<file path="config.mk">
export PLATFORM = sky130hd
export DESIGN_NAME = plcsw_status
export DESIGN_NICKNAME = d
export VERILOG_FILES = /design/src/design/plcsw_pkg.sv /design/src/design/plcsw_status.sv
export SDC_FILE = /design/constraint.sdc
export NUM_CORES = 1
export LEC_CHECK = 0
export ABC_AREA = 1
export BUFFER_PORTS_ARGS = -buffer_cell sky130_fd_sc_hd__buf_2
export CAP_MARGIN = 20
export CELL_PAD_IN_SITES_DETAIL_PLACEMENT = 1
export CELL_PAD_IN_SITES_GLOBAL_PLACEMENT = 2
export CORE_ASPECT_RATIO = 0.7
export CORE_MARGIN = 2
export CORE_UTILIZATION = 30
export DETAILED_ROUTE_END_ITERATION = 7
export GPL_TIMING_DRIVEN = 0
export PLACE_DENSITY_LB_ADDON = 0.1
export REMOVE_ABC_BUFFERS = 1
export SYNTH_ARGS = -nofsm -noshare
export SYNTH_HDL_FRONTEND = slang
export SYNTH_SLANG_ARGS = --single-unit
</file>
<file path="constraint.sdc">
create_clock -name mclk -period 2.1 [get_ports mclk]
set_input_delay 0.42 -clock mclk [delete_from_list [all_inputs] [get_ports mclk]]
set_output_delay 0.42 -clock mclk [all_outputs]
set_load 0.05 [all_outputs]
</file>
<file path="src/design/plcsw_pkg.sv">
package plcsw_pkg;
    // ==========================================================
    // word offsets
    localparam logic [15:0] STOP_CAUSE_OFF   = 16'h0013;
    localparam logic [15:0] SUPPLY_MV_OFF    = 16'h0018;
    localparam logic [15:0] SENSOR_IN_OFF    = 16'h0023;
    localparam logic [15:0] SENSOR_PRES_OFF  = 16'h0024;
    localparam logic [15:0] L_CURRENT_OFF    = 16'h0037;
    localparam logic [15:0] L_HERTZ_OFF      = 16'h0038;
    localparam logic [15:0] L_TEMPS_OFF      = 16'h0039;
    localparam logic [15:0] L_FAULT_ROT_OFF  = 16'h003a;
    localparam logic [15:0] L_SPEED_OFF      = 16'h01fb;
    localparam logic [15:0] POLARITY_OFF     = 16'h0040;

    // ==========================================================
    // field positions
    localparam int STOP_GROUP_BIT   = 5;
    localparam int STOP_COMM_BIT    = 6;
    localparam int STOP_PLC_BIT     = 7;
    localparam int STOP_CMD_BIT     = 10;
    localparam int AUX_LEFT_BIT     = 0;
    localparam int AUX_RIGHT_BIT    = 2;
    localparam int SIG_LEFT_BIT     = 4;
    localparam int SIG_RIGHT_BIT    = 6;
    localparam int HEARTBEAT_BIT    = 15;
    localparam int PRES_RIGHT_BIT   = 0;
    localparam int PRES_LEFT_BIT    = 1;
    localparam int DIGITAL_MODE_BIT = 2;
    localparam int SPEED_ABOVE_BIT  = 14;
    localparam int SPEED_BELOW_BIT  = 15;
    localparam int SPEED_W          = 14;

    // ==========================================================
    // reset values and timing
    localparam logic [15:0] WORD_RESET     = 16'h0000;
    localparam logic [15:0] POLARITY_RESET = 16'h0000;
    localparam logic [15:0] SUPPLY_MV_MAX  = 16'h88b8;
    localparam int unsigned CLK_HZ         = 100_000_000;
    localparam int unsigned HB_HALF_SEC    = 2;
    localparam int unsigned HB_HALF_CYC    = HB_HALF_SEC * CLK_HZ;

    // ==========================================================
    // types
    typedef enum logic [1:0] {
        ROT_STOP_BRAKE = 2'b00,
        ROT_CCW        = 2'b01,
        ROT_CW         = 2'b10,
        ROT_STOP_FREE  = 2'b11
    } plcsw_rot_e;

    // order from bit 15 down to bit 5
    typedef struct packed {
        logic motor_unused;
        logic sensor_error;
        logic stalled;
        logic overloaded;
        logic motor_absent;
        logic short_circuit;
        logic over_current;
        logic motor_overheat;
        logic low_voltage;
        logic over_voltage;
        logic board_overheat;
    } plcsw_fault_s;

    typedef struct packed {
        logic plc_stop_cmd;
        logic plc_link_lost;
        logic comm_link_lost;
        logic group_stop;
    } plcsw_stop_s;
endpackage : plcsw_pkg

</file>
<file path="src/design/plcsw_status.sv">
`timescale 1ns/100ps
// Function
// - bit 5: stop from group member
// - bit 6: stop from lost module link
// - bit 7: stop from lost controller link
// - bit 10: stop commanded by controller
// - aux and sensor pins on bits 0,2,4,6
// - bit 15 heartbeat two seconds each level
// - presence: right bit 0, left bit 1
// - supply word is millivolts, 0 to 35000
// - input bit is pin xor polarity mask
// - leds follow masked input values
// - current word in milliamperes
// - frequency word in hertz
// - temperatures: motor high, module low byte
// - rotation code in motor status bits 1:0
// - bit 2 set in digital output mode
// - fault flags on bits 5 to 15
// - speed bits 13:0 hold actual speed
// - speed limits taken from motor memory
// - reference clamped into the motor range
// - bit 14 when reference above maximum
// - bit 15 when reference below minimum
module plcsw_status
    import plcsw_pkg::*;
#(
    parameter int unsigned HB_HALF_CYCLES = HB_HALF_CYC
) (
    input  wire logic                 mclk,
    input  wire logic                 reset,
    // word access port
    input  wire logic                 rd_en,
    input  wire logic                 wr_en,
    input  wire logic [15:0]          addr,
    input  wire logic [15:0]          wr_data,
    output logic      [15:0]          rd_data,
    output logic                      rd_valid,
    // sensor port pins
    input  wire logic                 aux_left_pin,
    input  wire logic                 aux_right_pin,
    input  wire logic                 sig_left_pin,
    input  wire logic                 sig_right_pin,
    input  wire logic                 detect_left_pin,
    input  wire logic                 detect_right_pin,
    output logic      [3:0]           sensor_led,
    // live measurements
    input  wire plcsw_stop_s          stop_cause,
    input  wire logic [15:0]          supply_mv,
    input  wire logic [15:0]          current_ma,
    input  wire logic [15:0]          elec_hz,
    input  wire logic [7:0]           motor_temp_c,
    input  wire logic [7:0]           module_temp_c,
    input  wire plcsw_rot_e           rotation,
    input  wire logic                 digital_mode,
    input  wire plcsw_fault_s         faults,
    input  wire logic [SPEED_W-1:0]   speed_actual,
    // speed reference and limits from motor memory
    input  wire logic [15:0]          speed_ref,
    input  wire logic                 limits_load,
    input  wire logic [SPEED_W-1:0]   mem_speed_min,
    input  wire logic [SPEED_W-1:0]   mem_speed_max,
    output logic      [SPEED_W-1:0]   speed_target
);

    localparam int HB_W = $clog2(HB_HALF_CYCLES + 1);
    localparam logic [HB_W-1:0] HB_LAST = HB_W'(HB_HALF_CYCLES - 1);

    // ==========================================================
    // pin synchronisers
    logic [5:0] pin_meta;
    logic [5:0] pin_sync;

    always_ff @(posedge mclk) begin
        pin_meta <= {detect_left_pin, detect_right_pin, sig_right_pin,
                     sig_left_pin, aux_right_pin, aux_left_pin};
        pin_sync <= pin_meta;
    end

    // ==========================================================
    // polarity mask register
    logic [15:0] polarity;

    always_ff @(posedge mclk) begin
        if (reset) begin
            polarity <= POLARITY_RESET;
        end else if (wr_en && addr == POLARITY_OFF) begin
            polarity <= wr_data;
        end
    end

    // ==========================================================
    // heartbeat
    logic [HB_W-1:0] hb_cnt;
    logic            hb_bit;

    always_ff @(posedge mclk) begin
        if (reset) begin
            hb_cnt <= '0;
            hb_bit <= 1'b1;
        end else if (hb_cnt == HB_LAST) begin
            hb_cnt <= '0;
            hb_bit <= ~hb_bit;
        end else begin
            hb_cnt <= hb_cnt + 1'b1;
        end
    end

    // ==========================================================
    // speed limits and clamping
    logic [SPEED_W-1:0] lim_min;
    logic [SPEED_W-1:0] lim_max;
    logic               ref_above;
    logic               ref_below;

    always_ff @(posedge mclk) begin
        if (reset) begin
            lim_min <= '0;
            lim_max <= '1;
        end else if (limits_load) begin
            lim_min <= mem_speed_min;
            lim_max <= mem_speed_max;
        end
    end

    assign ref_above = speed_ref > {2'b00, lim_max};
    assign ref_below = speed_ref < {2'b00, lim_min};

    always_ff @(posedge mclk) begin
        if (reset) begin
            speed_target <= '0;
        end else if (ref_above) begin
            speed_target <= lim_max;
        end else if (ref_below) begin
            speed_target <= lim_min;
        end else begin
            speed_target <= speed_ref[SPEED_W-1:0];
        end
    end

    // ==========================================================
    // status word assembly
    logic [15:0] next_stop_word;
    logic [15:0] next_sens_word;
    logic [15:0] next_pres_word;
    logic [15:0] next_motor_word;
    logic [15:0] next_speed_word;
    logic [15:0] stop_word;
    logic [15:0] sens_word;
    logic [15:0] pres_word;
    logic [15:0] supply_word;
    logic [15:0] cur_word;
    logic [15:0] hz_word;
    logic [15:0] temp_word;
    logic [15:0] motor_word;
    logic [15:0] speed_word;
    logic [3:0]  pin_in;

    assign pin_in = pin_sync[3:0];

    always_comb begin
        next_stop_word                 = WORD_RESET;
        next_stop_word[STOP_GROUP_BIT] = stop_cause.group_stop;
        next_stop_word[STOP_COMM_BIT]  = stop_cause.comm_link_lost;
        next_stop_word[STOP_PLC_BIT]   = stop_cause.plc_link_lost;
        next_stop_word[STOP_CMD_BIT]   = stop_cause.plc_stop_cmd;

        next_sens_word = WORD_RESET;
        next_sens_word[AUX_LEFT_BIT]  = pin_in[0] ^ polarity[AUX_LEFT_BIT];
        next_sens_word[AUX_RIGHT_BIT] = pin_in[1] ^ polarity[AUX_RIGHT_BIT];
        next_sens_word[SIG_LEFT_BIT]  = pin_in[2] ^ polarity[SIG_LEFT_BIT];
        next_sens_word[SIG_RIGHT_BIT] = pin_in[3] ^ polarity[SIG_RIGHT_BIT];
        next_sens_word[HEARTBEAT_BIT] = hb_bit;

        next_pres_word                 = WORD_RESET;
        next_pres_word[PRES_RIGHT_BIT] = pin_sync[4];
        next_pres_word[PRES_LEFT_BIT]  = pin_sync[5];

        next_motor_word        = WORD_RESET;
        next_motor_word[1:0]   = rotation;
        next_motor_word[DIGITAL_MODE_BIT] = digital_mode;
        next_motor_word[15:5]  = faults;

        next_speed_word                  = WORD_RESET;
        next_speed_word[SPEED_W-1:0]     = speed_actual;
        next_speed_word[SPEED_ABOVE_BIT] = ref_above;
        next_speed_word[SPEED_BELOW_BIT] = ref_below;
    end

    // words refresh every cycle, independent of reads
    always_ff @(posedge mclk) begin
        if (reset) begin
            stop_word   <= WORD_RESET;
            sens_word   <= WORD_RESET;
            pres_word   <= WORD_RESET;
            supply_word <= WORD_RESET;
            cur_word    <= WORD_RESET;
            hz_word     <= WORD_RESET;
            temp_word   <= WORD_RESET;
            motor_word  <= WORD_RESET;
            speed_word  <= WORD_RESET;
        end else begin
            stop_word   <= next_stop_word;
            sens_word   <= next_sens_word;
            pres_word   <= next_pres_word;
            supply_word <= (supply_mv > SUPPLY_MV_MAX) ?
                           SUPPLY_MV_MAX : supply_mv;
            cur_word    <= current_ma;
            hz_word     <= elec_hz;
            temp_word   <= {motor_temp_c, module_temp_c};
            motor_word  <= next_motor_word;
            speed_word  <= next_speed_word;
        end
    end

    // ==========================================================
    // indicator leds
    always_ff @(posedge mclk) begin
        if (reset) begin
            sensor_led <= '0;
        end else begin
            sensor_led <= {next_sens_word[SIG_RIGHT_BIT],
                           next_sens_word[SIG_LEFT_BIT],
                           next_sens_word[AUX_RIGHT_BIT],
                           next_sens_word[AUX_LEFT_BIT]};
        end
    end

    // ==========================================================
    // read port
    logic [15:0] next_rd_data;

    always_comb begin
        if (addr == STOP_CAUSE_OFF) begin
            next_rd_data = stop_word;
        end else if (addr == SUPPLY_MV_OFF) begin
            next_rd_data = supply_word;
        end else if (addr == SENSOR_IN_OFF) begin
            next_rd_data = sens_word;
        end else if (addr == SENSOR_PRES_OFF) begin
            next_rd_data = pres_word;
        end else if (addr == L_CURRENT_OFF) begin
            next_rd_data = cur_word;
        end else if (addr == L_HERTZ_OFF) begin
            next_rd_data = hz_word;
        end else if (addr == L_TEMPS_OFF) begin
            next_rd_data = temp_word;
        end else if (addr == L_FAULT_ROT_OFF) begin
            next_rd_data = motor_word;
        end else if (addr == L_SPEED_OFF) begin
            next_rd_data = speed_word;
        end else if (addr == POLARITY_OFF) begin
            next_rd_data = polarity;
        end else begin
            next_rd_data = WORD_RESET;
        end
    end

    always_ff @(posedge mclk) begin
        if (reset) begin
            rd_data  <= WORD_RESET;
            rd_valid <= 1'b0;
        end else begin
            rd_valid <= rd_en;
            if (rd_en) begin
                rd_data <= next_rd_data;
            end
        end
    end
endmodule : plcsw_status

</file>
* Word-level counts from Yosys, hierarchy flattened
Index checks and enable logic that the tools add are counted.
** Cells by class
- Order comparisons :: 3
- Add/sub/neg operators :: 1
- Reduce and logical (&&, ||, !) cells :: 3
- Bitwise operators :: 5
- Muxes and demuxes :: 13
- Eq/ne operators :: 11
** Operators by type and width (number)
- two-way mux 16 bit :: 11
- == test 16 x 6 -> 1 bit, second input constant :: 6
- == test 16 x 5 -> 1 bit, second input constant :: 2
- adder 28 x 1 -> 28 bit, second input constant :: 1
- == test 28 bit, second input constant :: 1
- two-way mux 14 bit :: 2
- == test 16 x 7 -> 1 bit, second input constant :: 1
- == test 16 x 9 -> 1 bit, second input constant :: 1
- greater-than comparator 16 x 14 -> 1 bit :: 1
- greater-than comparator 16 bit, second input constant :: 1
- < comparator 16 x 14 -> 1 bit :: 1
- OR reduction 2 bit :: 2
- bitwise XOR 1 bit :: 4
- logical AND 1 bit :: 1
- inverter 1 bit :: 1
** Word-level totals
- Register bits :: 264

* Logic depth before layout (Yosys ltp)
Gate-level depths: netlist of run 1.
- Depth after elaboration :: 11
- Gate-level depth with buffers :: 15
- Depth with buffers taken out :: 15

* Least setup slack after synthesis of run 1
Ideal clock, no wire load.
- Path type :: input-to-reg
- From :: input port speed_ref[11]
- To :: register speed_target[13]
- Stages on the path :: 9
- Setup slack :: 0.224 ns
- Arrival time :: 1.760 ns
- Library setup time :: 0.116 ns
- Data required time :: 1.984 ns
- Path through :: ha_1 -> a21oi_1 -> o21ai_0 -> a21oi_1 -> buf_2 -> clkbuf_1 -> a21boi_0 -> nor2_1 -> nor2_1
** Between the ends
- Longest elaborated chain between the ends :: 3
- Elaborated cells between the ends (all ways) :: 4
- Those cells by class :: order compare (2); mux (2)
** Ends and longest elaborated chain
- start: declaration :: line plcsw_status.sv:58 : input wire logic [15:0] speed_ref,
- < comparator 16 x 14 -> 1 bit :: line plcsw_status.sv:126 : assign ref_below = speed_ref < {2'b00, lim_min};
- two-way mux 14 bit :: line plcsw_status.sv:133 : end else if (ref_below) begin
- two-way mux 14 bit * :: line plcsw_status.sv:131 : end else if (ref_above) begin
- end signal: assignment :: line plcsw_status.sv:132 : speed_target <= lim_max;
- end signal: assignment :: line plcsw_status.sv:134 : speed_target <= lim_min;
- end signal: assignment :: line plcsw_status.sv:136 : speed_target <= speed_ref[SPEED_W-1:0];
- end: declaration :: line plcsw_status.sv:62 : output logic [SPEED_W-1:0] speed_target
Every way passes the cells marked *; elsewhere a longest branch is shown, timed or not.
A chain may end at the register's enable or synchronous reset.

* Final worst setup path of run 1
- From :: register lim_max[11]
- To :: register speed_target[3]
** Between the ends
- Longest elaborated chain between the ends :: 2
** Ends and longest elaborated chain
- start: declaration :: line plcsw_status.sv:111 : logic [SPEED_W-1:0] lim_max;
- start signal: assignment :: line plcsw_status.sv:121 : lim_max <= mem_speed_max;
- greater-than comparator 16 x 14 -> 1 bit :: line plcsw_status.sv:125 : assign ref_above = speed_ref > {2'b00, lim_max};
- two-way mux 14 bit :: line plcsw_status.sv:131
Every way passes these cells.

==> results.md, run 1 <==
- Int Pwr: 7.482 mW
- Least-Margin Pin Slew: 915.5 ps
- Initial Util: 30.42%
- Cell variety after synth: 44
- Post-route minimum period: 1989 ps
- Worst hold stages: 3
- DP Worst Slack: -1236 ps
- Global-route wire length before repair: 51080 µm
- Final setup violation count: 0
- Clk slew on worst S/H paths: 60 ps
- Worst Hold Class: in -> reg
- Period utilisation layout: 94.69%
- DR WL met2: 13970 µm
- Max-cap check violation count: 0
- Leading area contributor after synthesis: dfxtp_1
- Clock share of power: 45.9%
- Die extent in x: 220.0 µm
- Worst-path maximum fanout: 14
- CP Launch Type: flip-flop
- Overflow left after global routing: 0
- Fin worst setup slack: 111.4 ps
- Mapped Avg Cell Area: 7.115 µm²
- Post-synthesis sequential area ratio: 45.16%
- Hold Path End: stop_word[7]$_SDFF_PP0_
- H-tree depth: 1
- Post-synth EDFFs: 0
- Routed Antenna Nets: 0
- Layout fillers: 4084
- RSZ-0062 raised after global routing: yes
- CP arrival: 2410 ps
- Reg2Reg Launch Point: lim_max[11]$_SDFFE_PP1P_
- Outcome: finished clean
- Initial DRC Count: 410
- Comb power frac: 9.5%
- Endpoints failing hold: 0
- Row Count: 55
- Post-synthesis async set-or-reset flop share: 0%
- Sw frac: 24.87%
- Root buf cell: clkbuf_16
- Post-Syn Instances: 1377
- Share of layout cells above drive strength 1: 22.58%
- Wire per inst: 15.95 µm
- WP data required: 2520 ps
- I/O pin count: 218
- Post-route DRC: 0
- Reg2Reg Depth: 10
- First-pass DRT Iterations: 4
- DP HPWL: 23640 µm
- CORE AREA: 32210 µm²
- R2R Setup Slk: 110 ps
- Total vias in the final route: 9298
- IO buf count: 217
- Worst-skew pair later-pin latency: 550 ps
- Final #Nets: 1813
- Num CTS Buffers: 25
- Die Span Y: 155.2 µm
- Leading cell type by number of instances after synthesis: nand2_1
- Clk_skew: 23.89 ps
- Total negative slack: 0 ps
- Kind of critical path: reg -> reg
- Routed wl met3: 1397 µm
- Vias in the first global route: 9199
- Overall global routing resource usage: 19.14%
- Post-synthesis instance area: 9797 µm²
- Clock sink count: 221
- CP endpoint kind: flip-flop
- Main flop type after synthesis: dfxtp_1
- Total Wirelength: 32700 µm
- Fmax: 502.9 MHz
- RePlAce Congestion: 0.7987
- Total power: 9.958 mW
- Area delta synth->final: 28.76%
- CTS tree: done
- Top post-synthesis cells by count: nand2_1 (250), dfxtp_1 (221), inv_1 (218)
- Initial antenna violation count: 2
- Yosys warning count: 0
- CTS Buffer Depth: 3
- Switch Pwr: 2.476 mW
- Synth Register Bits: 221
- Worst reg2reg endpoint: speed_target[3]$_SDFF_PP0_
- Sequential cell fraction of total power: 44.7%
- Pin count of the biggest net entering global routing: 107
- Area share of the largest cell type after synthesis: 45.16%
- Hold Crit Start: stop_cause[2]
- Top cells by area, synth: dfxtp_1 (45%), nand2_1 (9.6%), inv_1 (8.4%), nor2_1 (8.3%), a21oi_1 (4.6%)
- Via-per-instance ratio: 4.536
- Relative slew slack: 38.90%
- M1 WL: 16880 µm
- DIE AREA: 34140 µm²
- Power per Cell Area: 789.4 nW/µm²
- VDD IR max: 538.2 µV
- P_leak: 6.094 nW
- Fin. max-slew vios: 0
- Uppermost layer routed: met4
power groups by stage:
stage | logic (mW) | clock network, mW | registers [mW]
global route | 1.06 | 4.91 | 4.46
floorplan | 0.339 | 0 | 4.62
detailed placement | 0.876 | 0 | 4.54
CTS | 0.915 | 4.70 | 4.45
finish | 0.944 | 4.57 | 4.45
global placement | 0.856 | 0 | 4.54
kinds of logic after synthesis:
family,after synthesis,synth area share [%]
AOI/OAI and AO/OA,186,10.04
xor gates and xnor gates,11,0.9835
adders and majority gates,28,3.576
buffers and inverters,285,11.48
DFF,221,45.16
and+or+nand+nor,646,28.76
area by class of cell:
type / instances / area [µm²] / area share [%]
tap: 427 / 534.3 / 4.235
inverter: 231 / 870.8 / 6.903
antenna: 2 / 5.005 / 0.03967
multi-input combinational: 876 / 4509 / 35.75
clock inverter: 7 / 88.84 / 0.7042
clock buffer: 39 / 768.2 / 6.090
timing repair buffer: 247 / 1411 / 11.19
sequential: 221 / 4427 / 35.09
worst max-delay path by stage:
stage	from	endpoint	slack, ps	depth (start not counted)
2_1_floorplan	addr[15]	rd_data[1]$_SDFFE_PP0P_	-340	11
3_3_place_gp	reset	hb_cnt[23]$_SDFF_PP0_	-4680	5
3_5_place_dp	addr[11]	rd_data[13]$_SDFFE_PP0P_	-1240	13
4_1_cts	hb_cnt[0]$_SDFF_PP0_	hb_cnt[26]$_SDFF_PP0_	9	14
5_1_grt	hb_cnt[1]$_SDFF_PP0_	hb_cnt[26]$_SDFF_PP0_	-10	14
6_report	lim_max[11]$_SDFFE_PP1P_	speed_target[3]$_SDFF_PP0_	110	10
cells in the final DEF, fill, tap and decap left out, types with 4 or more instances in the layout:
cell type / instances
nand2_1: 243
dfxtp_1: 219
inv_1: 218
buf_2: 216
nor2_1: 210
a21oi_1: 87
nand3_1: 86
o21ai_0: 53
ha_1: 26
clkbuf_16: 25
nand4_1: 21
nor3_1: 18
buf_4: 17
o21ai_1: 16
nor2_2: 13
a21boi_0: 12
or2_2: 11
nand2_2: 9
inv_2: 9
clkbuf_8: 9
nor2_4: 8
xnor2_1: 8
dlygate4sd3_1: 6
nor3_2: 5
nand3_2: 5
clkbuf_1: 5
nor4_1: 4
o21ai_2: 4
nand2_8: 4
clkinv_2: 4
sequential cells by signal, indices dropped and copies added (netlist names):
name / flops
sens_word: 5
pin_sync: 6
speed_word: 16
hb_cnt: 28
hb_bit: 1
cur_word: 16
supply_word: 16
hz_word: 16
lim_max: 14
temp_word: 16
rd_data: 16
stop_word: 4
speed_target: 14
polarity: 16
lim_min: 14
rd_valid: 1
motor_word: 14
pin_meta: 6
pres_word: 2
stage by stage:
stage / utilization [%] / area (µm²) / hold slack, ps / cells
after CTS: 38.48 / 12390 / 49.93 / 2043
after global routing: 39.17 / 12610 / 49.71 / 2050
after global placement: 34.65 / 11160 / 311.6 / 1967
final: 39.17 / 12610 / 74.11 / 2050
after floorplan: - / 9539 / 309.6 / 1323
after detailed placement: 34.99 / 11270 / 315.3 / 1972
repair_timing:
action,in CTS,in global routing
hold endpoints to repair,6,0
setup endpoints to repair,75,61
hold buffers,6,0
gates resized for setup,11,44
buffers inserted,16,3
pin swaps,7,9
gates cloned,3,2
routing by layer:
layer  GRT usage, %  vias up
met5              0        -
met4          3.516        0
met3          3.109       35
met2          29.63      138
met1          28.11     4375
li1               -     4750
worst max-delay path, cell delays in order, from the launching register on:
cell	delay [ps]
dfxtp_1	320
inv_1	60
ha_1	320
nand4_1	180
nor2_4	210
nand2_1	80
nand4_1	140
buf_4	160
nand2_8	110
o21ai_0	200
nor2_1	60
(Power assumes the default switching activity.)
==> inputs of run 2 (changes only) <==
- CORE_UTILIZATION: 30 -> 31
- CTS_BUF_LIST: not set -> sky130_fd_sc_hd__clkbuf_2 sky130_fd_sc_hd__clkbuf_4 sky130_fd_sc_hd__clkbuf_8
==> results.md, run 2 (synthesized netlist as in run 1, its figures left out) <==
- WP data required: 2520 ps (about the same)
- Max-cap check violation count: 0 (unchanged)
- Total Wirelength: 32560 µm (-0.43%)
- Die extent in x: 216.5 µm (-1.6%)
- Sequential cell area: 4429 µm² (about the same)
- M2 GR Usage: 29.55% (-0.086 points)
- CORE AREA: 31150 µm² (-3.3%)
- R2R Setup Slk: 130 ps (+20 ps)
- Fin. max-slew vios: 0 (unchanged)
- CP endpoint kind: flip-flop
- Power per Cell Area: 753.7 nW/µm² (-4.5%)
- Area delta synth->final: 27.89%
- CP Launch Type: flip-flop
- Cell area after layout: 12530 µm² (-0.67%)
- Clk slew on worst S/H paths: 60 ps (about the same)
- Outcome: finished clean
- Via-per-instance ratio: 4.503 (-0.73%)
- Period utilisation layout: 93.81% (-0.88 points)
- Delay-heaviest family, CP: simple AND/OR/NAND/NOR gates
- Max reg flops: 28 (unchanged)
- DP HPWL: 23670 µm (+0.13%)
- Fin Hold WS: 86.10 ps (+11.99 ps)
- Row Count: 54 (-1.8%)
- P_leak: 6.114 nW (+0.34%)
- Reg2Reg Launch Point: lim_max[5]$_SDFFE_PP1P_
- Relative slew slack: 40.36% (+1.5 points)
- Total vias in the final route: 9280 (-0.19%)
- CTS tree: done
- Num CTS Buffers: 39 (+56%)
- CP Cell Sequence: inv_1 -> ha_1 -> nand2_1 -> nor2_4 -> nand2_1 -> o211ai_1 -> nand2_1 -> nand4_1 -> buf_6 -> nand2_4 -> o21ai_1 -> nor2_1
- Gr busiest metal: met2
- Most Frequent Cell on Critical Path: nand2_1
- Worst reg2reg endpoint: speed_target[10]$_SDFF_PP0_
- Worst hold stages: 3 (unchanged)
- Met1 Use GR: 27.70% (-0.42 points)
- Kind of critical path: reg -> reg
- Wire per inst: 15.80 µm (-0.96%)
- Hold Path End: speed_word[7]$_SDFF_PP0_
- Top reg by flops: hb_cnt
- Worst-skew pair later-pin latency: 540 ps (about the same)
- Max stage delay on crit path: 340 ps (+20 ps)
- RePlAce Congestion: 0.8027 (+0.50%)
- Most common cell after layout, fill and taps aside: nand2_1
- Post-route DRC: 0 (unchanged)
- Endpoints failing hold: 0 (unchanged)
- Global-route wire length before repair: 50360 µm (-1.4%)
- Clock sink count: 221 (unchanged)
- Fmax: 507.6 MHz (+0.94%)
- Initial antenna violation count: 2 (unchanged)
- Routed Antenna Nets: 0 (unchanged)
- DIE AREA: 33060 µm² (-3.2%)
- Routing usage on met3: 3.453% (+0.34 points)
- Clk_skew: 14.17 ps (-9.724 ps)
- Final setup violation count: 0 (unchanged)
- H-tree depth: 2 (+1)
- CP arrival: 2390 ps (-20 ps)
- Reg2Reg Depth: 12 (+2)
- Placed instance area: 11250 µm² (-0.18%)
- Vias in the first global route: 9320 (+1.3%)
- Final #Nets: 1826 (+0.72%)
- Die Span Y: 152.7 µm (-1.6%)
- IO buf count: 217 (unchanged)
- Post-route minimum period: 1970 ps (-18.55 ps)
- VDD IR max: 374.0 µV (-31%)
- Overall global routing resource usage: 19.22% (+0.078 points)
- Worst-path maximum fanout: 7 (-7)
- Commonest cells after routing, fill and taps aside: nand2_1 (243), inv_1 (218), dfxtp_1 (217)
- Layout fillers: 3967 (-2.9%)
- CP max-delay cell: dfxtp_1
- I/O pin count: 218 (unchanged)
- Worst Hold Class: in -> reg
- Least-Margin Pin Slew: 893.7 ps (-21.87 ps)
- Initial DRC Count: 445 (+8.5%)
- Initial Util: 31.45% (+1.0 points)
- Share of layout cells above drive strength 1: 23.73% (+1.2 points)
- Pin count of the biggest net entering global routing: 102 (-4.7%)
- Hold Crit Start: speed_actual[7]
- Root buf cell: clkbuf_8
- First-pass DRT Iterations: 4 (unchanged)
- Area of the multi-input gates: 4507 µm² (about the same)
- CP Buf/Inv Count: 2 (unchanged)
- CTS Buffer Depth: 3 (unchanged)
- Overflow left after global routing: 0 (unchanged)
run 2: changes by cell type in the layout (fill, tap and decap cells not counted), sizes merged:
cell    previous run  this run
inv              228       227
bufinv             2         0
clkinv             7         5
nand3             93        92
clkbuf            39        63
nand2            258       259
buf              241       240
run 2: area by class of cell:
type                            instances  area share, %
Multi-Input combinational cell        876          35.97
Sequential cell                       221          35.35
Timing Repair Buffer                  246          11.21
Inverter                              231          6.980
Clock buffer                           63          6.171
Tap cell                              420          4.194
Clock inverter                          2        0.07989
Antenna cell                            2        0.03994
run 2: power by group:
group          switching (mW)  internal (mW)
Sequential             0.0647           4.38
Clock                    1.75           2.31
Combinational           0.596          0.346
run 2: how the worst max path moves through the flow:
stage / cells after the start / to / startpoint / slack, ps
final: 12 / speed_target[10]$_SDFF_PP0_ / lim_max[5]$_SDFFE_PP1P_ / 130
after detailed placement: 7 / hb_cnt[23]$_SDFF_PP0_ / reset / -1380
after global routing: 12 / speed_target[10]$_SDFF_PP0_ / lim_max[7]$_SDFFE_PP1P_ / -30
after CTS: 11 / hb_cnt[23]$_SDFF_PP0_ / hb_cnt[0]$_SDFF_PP0_ / -20
after floorplan: 11 / rd_data[1]$_SDFFE_PP0P_ / addr[15] / -340
after global placement: 5 / hb_cnt[23]$_SDFF_PP0_ / reset / -4510
run 2: what timing repair did:
| action | in CTS | in global routing |
|---|---|---|
| pin swaps | 5 | 7 |
| setup buffers | 9 | 9 |
| endpoints found under the hold margin | 6 | 0 |
| resized for setup | 11 | 57 |
| setup endpoints to repair | 75 | 60 |
| hold buffers | 6 | 0 |
| cloned | 2 | 3 |
run 2: layer usage:
metal / routed length [µm] / vias up / share of wire (%)
met3: 1372 / 49 / 4.2
met1: 16650 / 4293 / 51
li1: - / 4784 / -
met5: 0 / - / 0
met4: 510 / 0 / 1.6
met2: 14030 / 154 / 43
run 2: stage by stage:
stage	utilization (%)	TNS [ps]	worst slack, ps	total power, mW	cells
global placement	35.80	-369490	-4512	5.389	1960
global route	40.23	-75.93	-33.50	9.944	2061
detailed placement	36.12	-74130	-1385	5.407	1965
finish	40.23	0	130.0	9.443	2061
floorplan	-	-8658	-344.6	4.962	1323
CTS	39.27	-16.63	-16.63	9.584	2047
run 2: worst register-to-register path, cell delays in order (launching register included):
cell,delay (ps)
dfxtp_1,340
inv_1,60
ha_1,290
nand2_1,110
nor2_4,130
nand2_1,70
o211ai_1,110
nand2_1,80
nand4_1,90
buf_6,190
nand2_4,160
o21ai_1,160
nor2_1,60
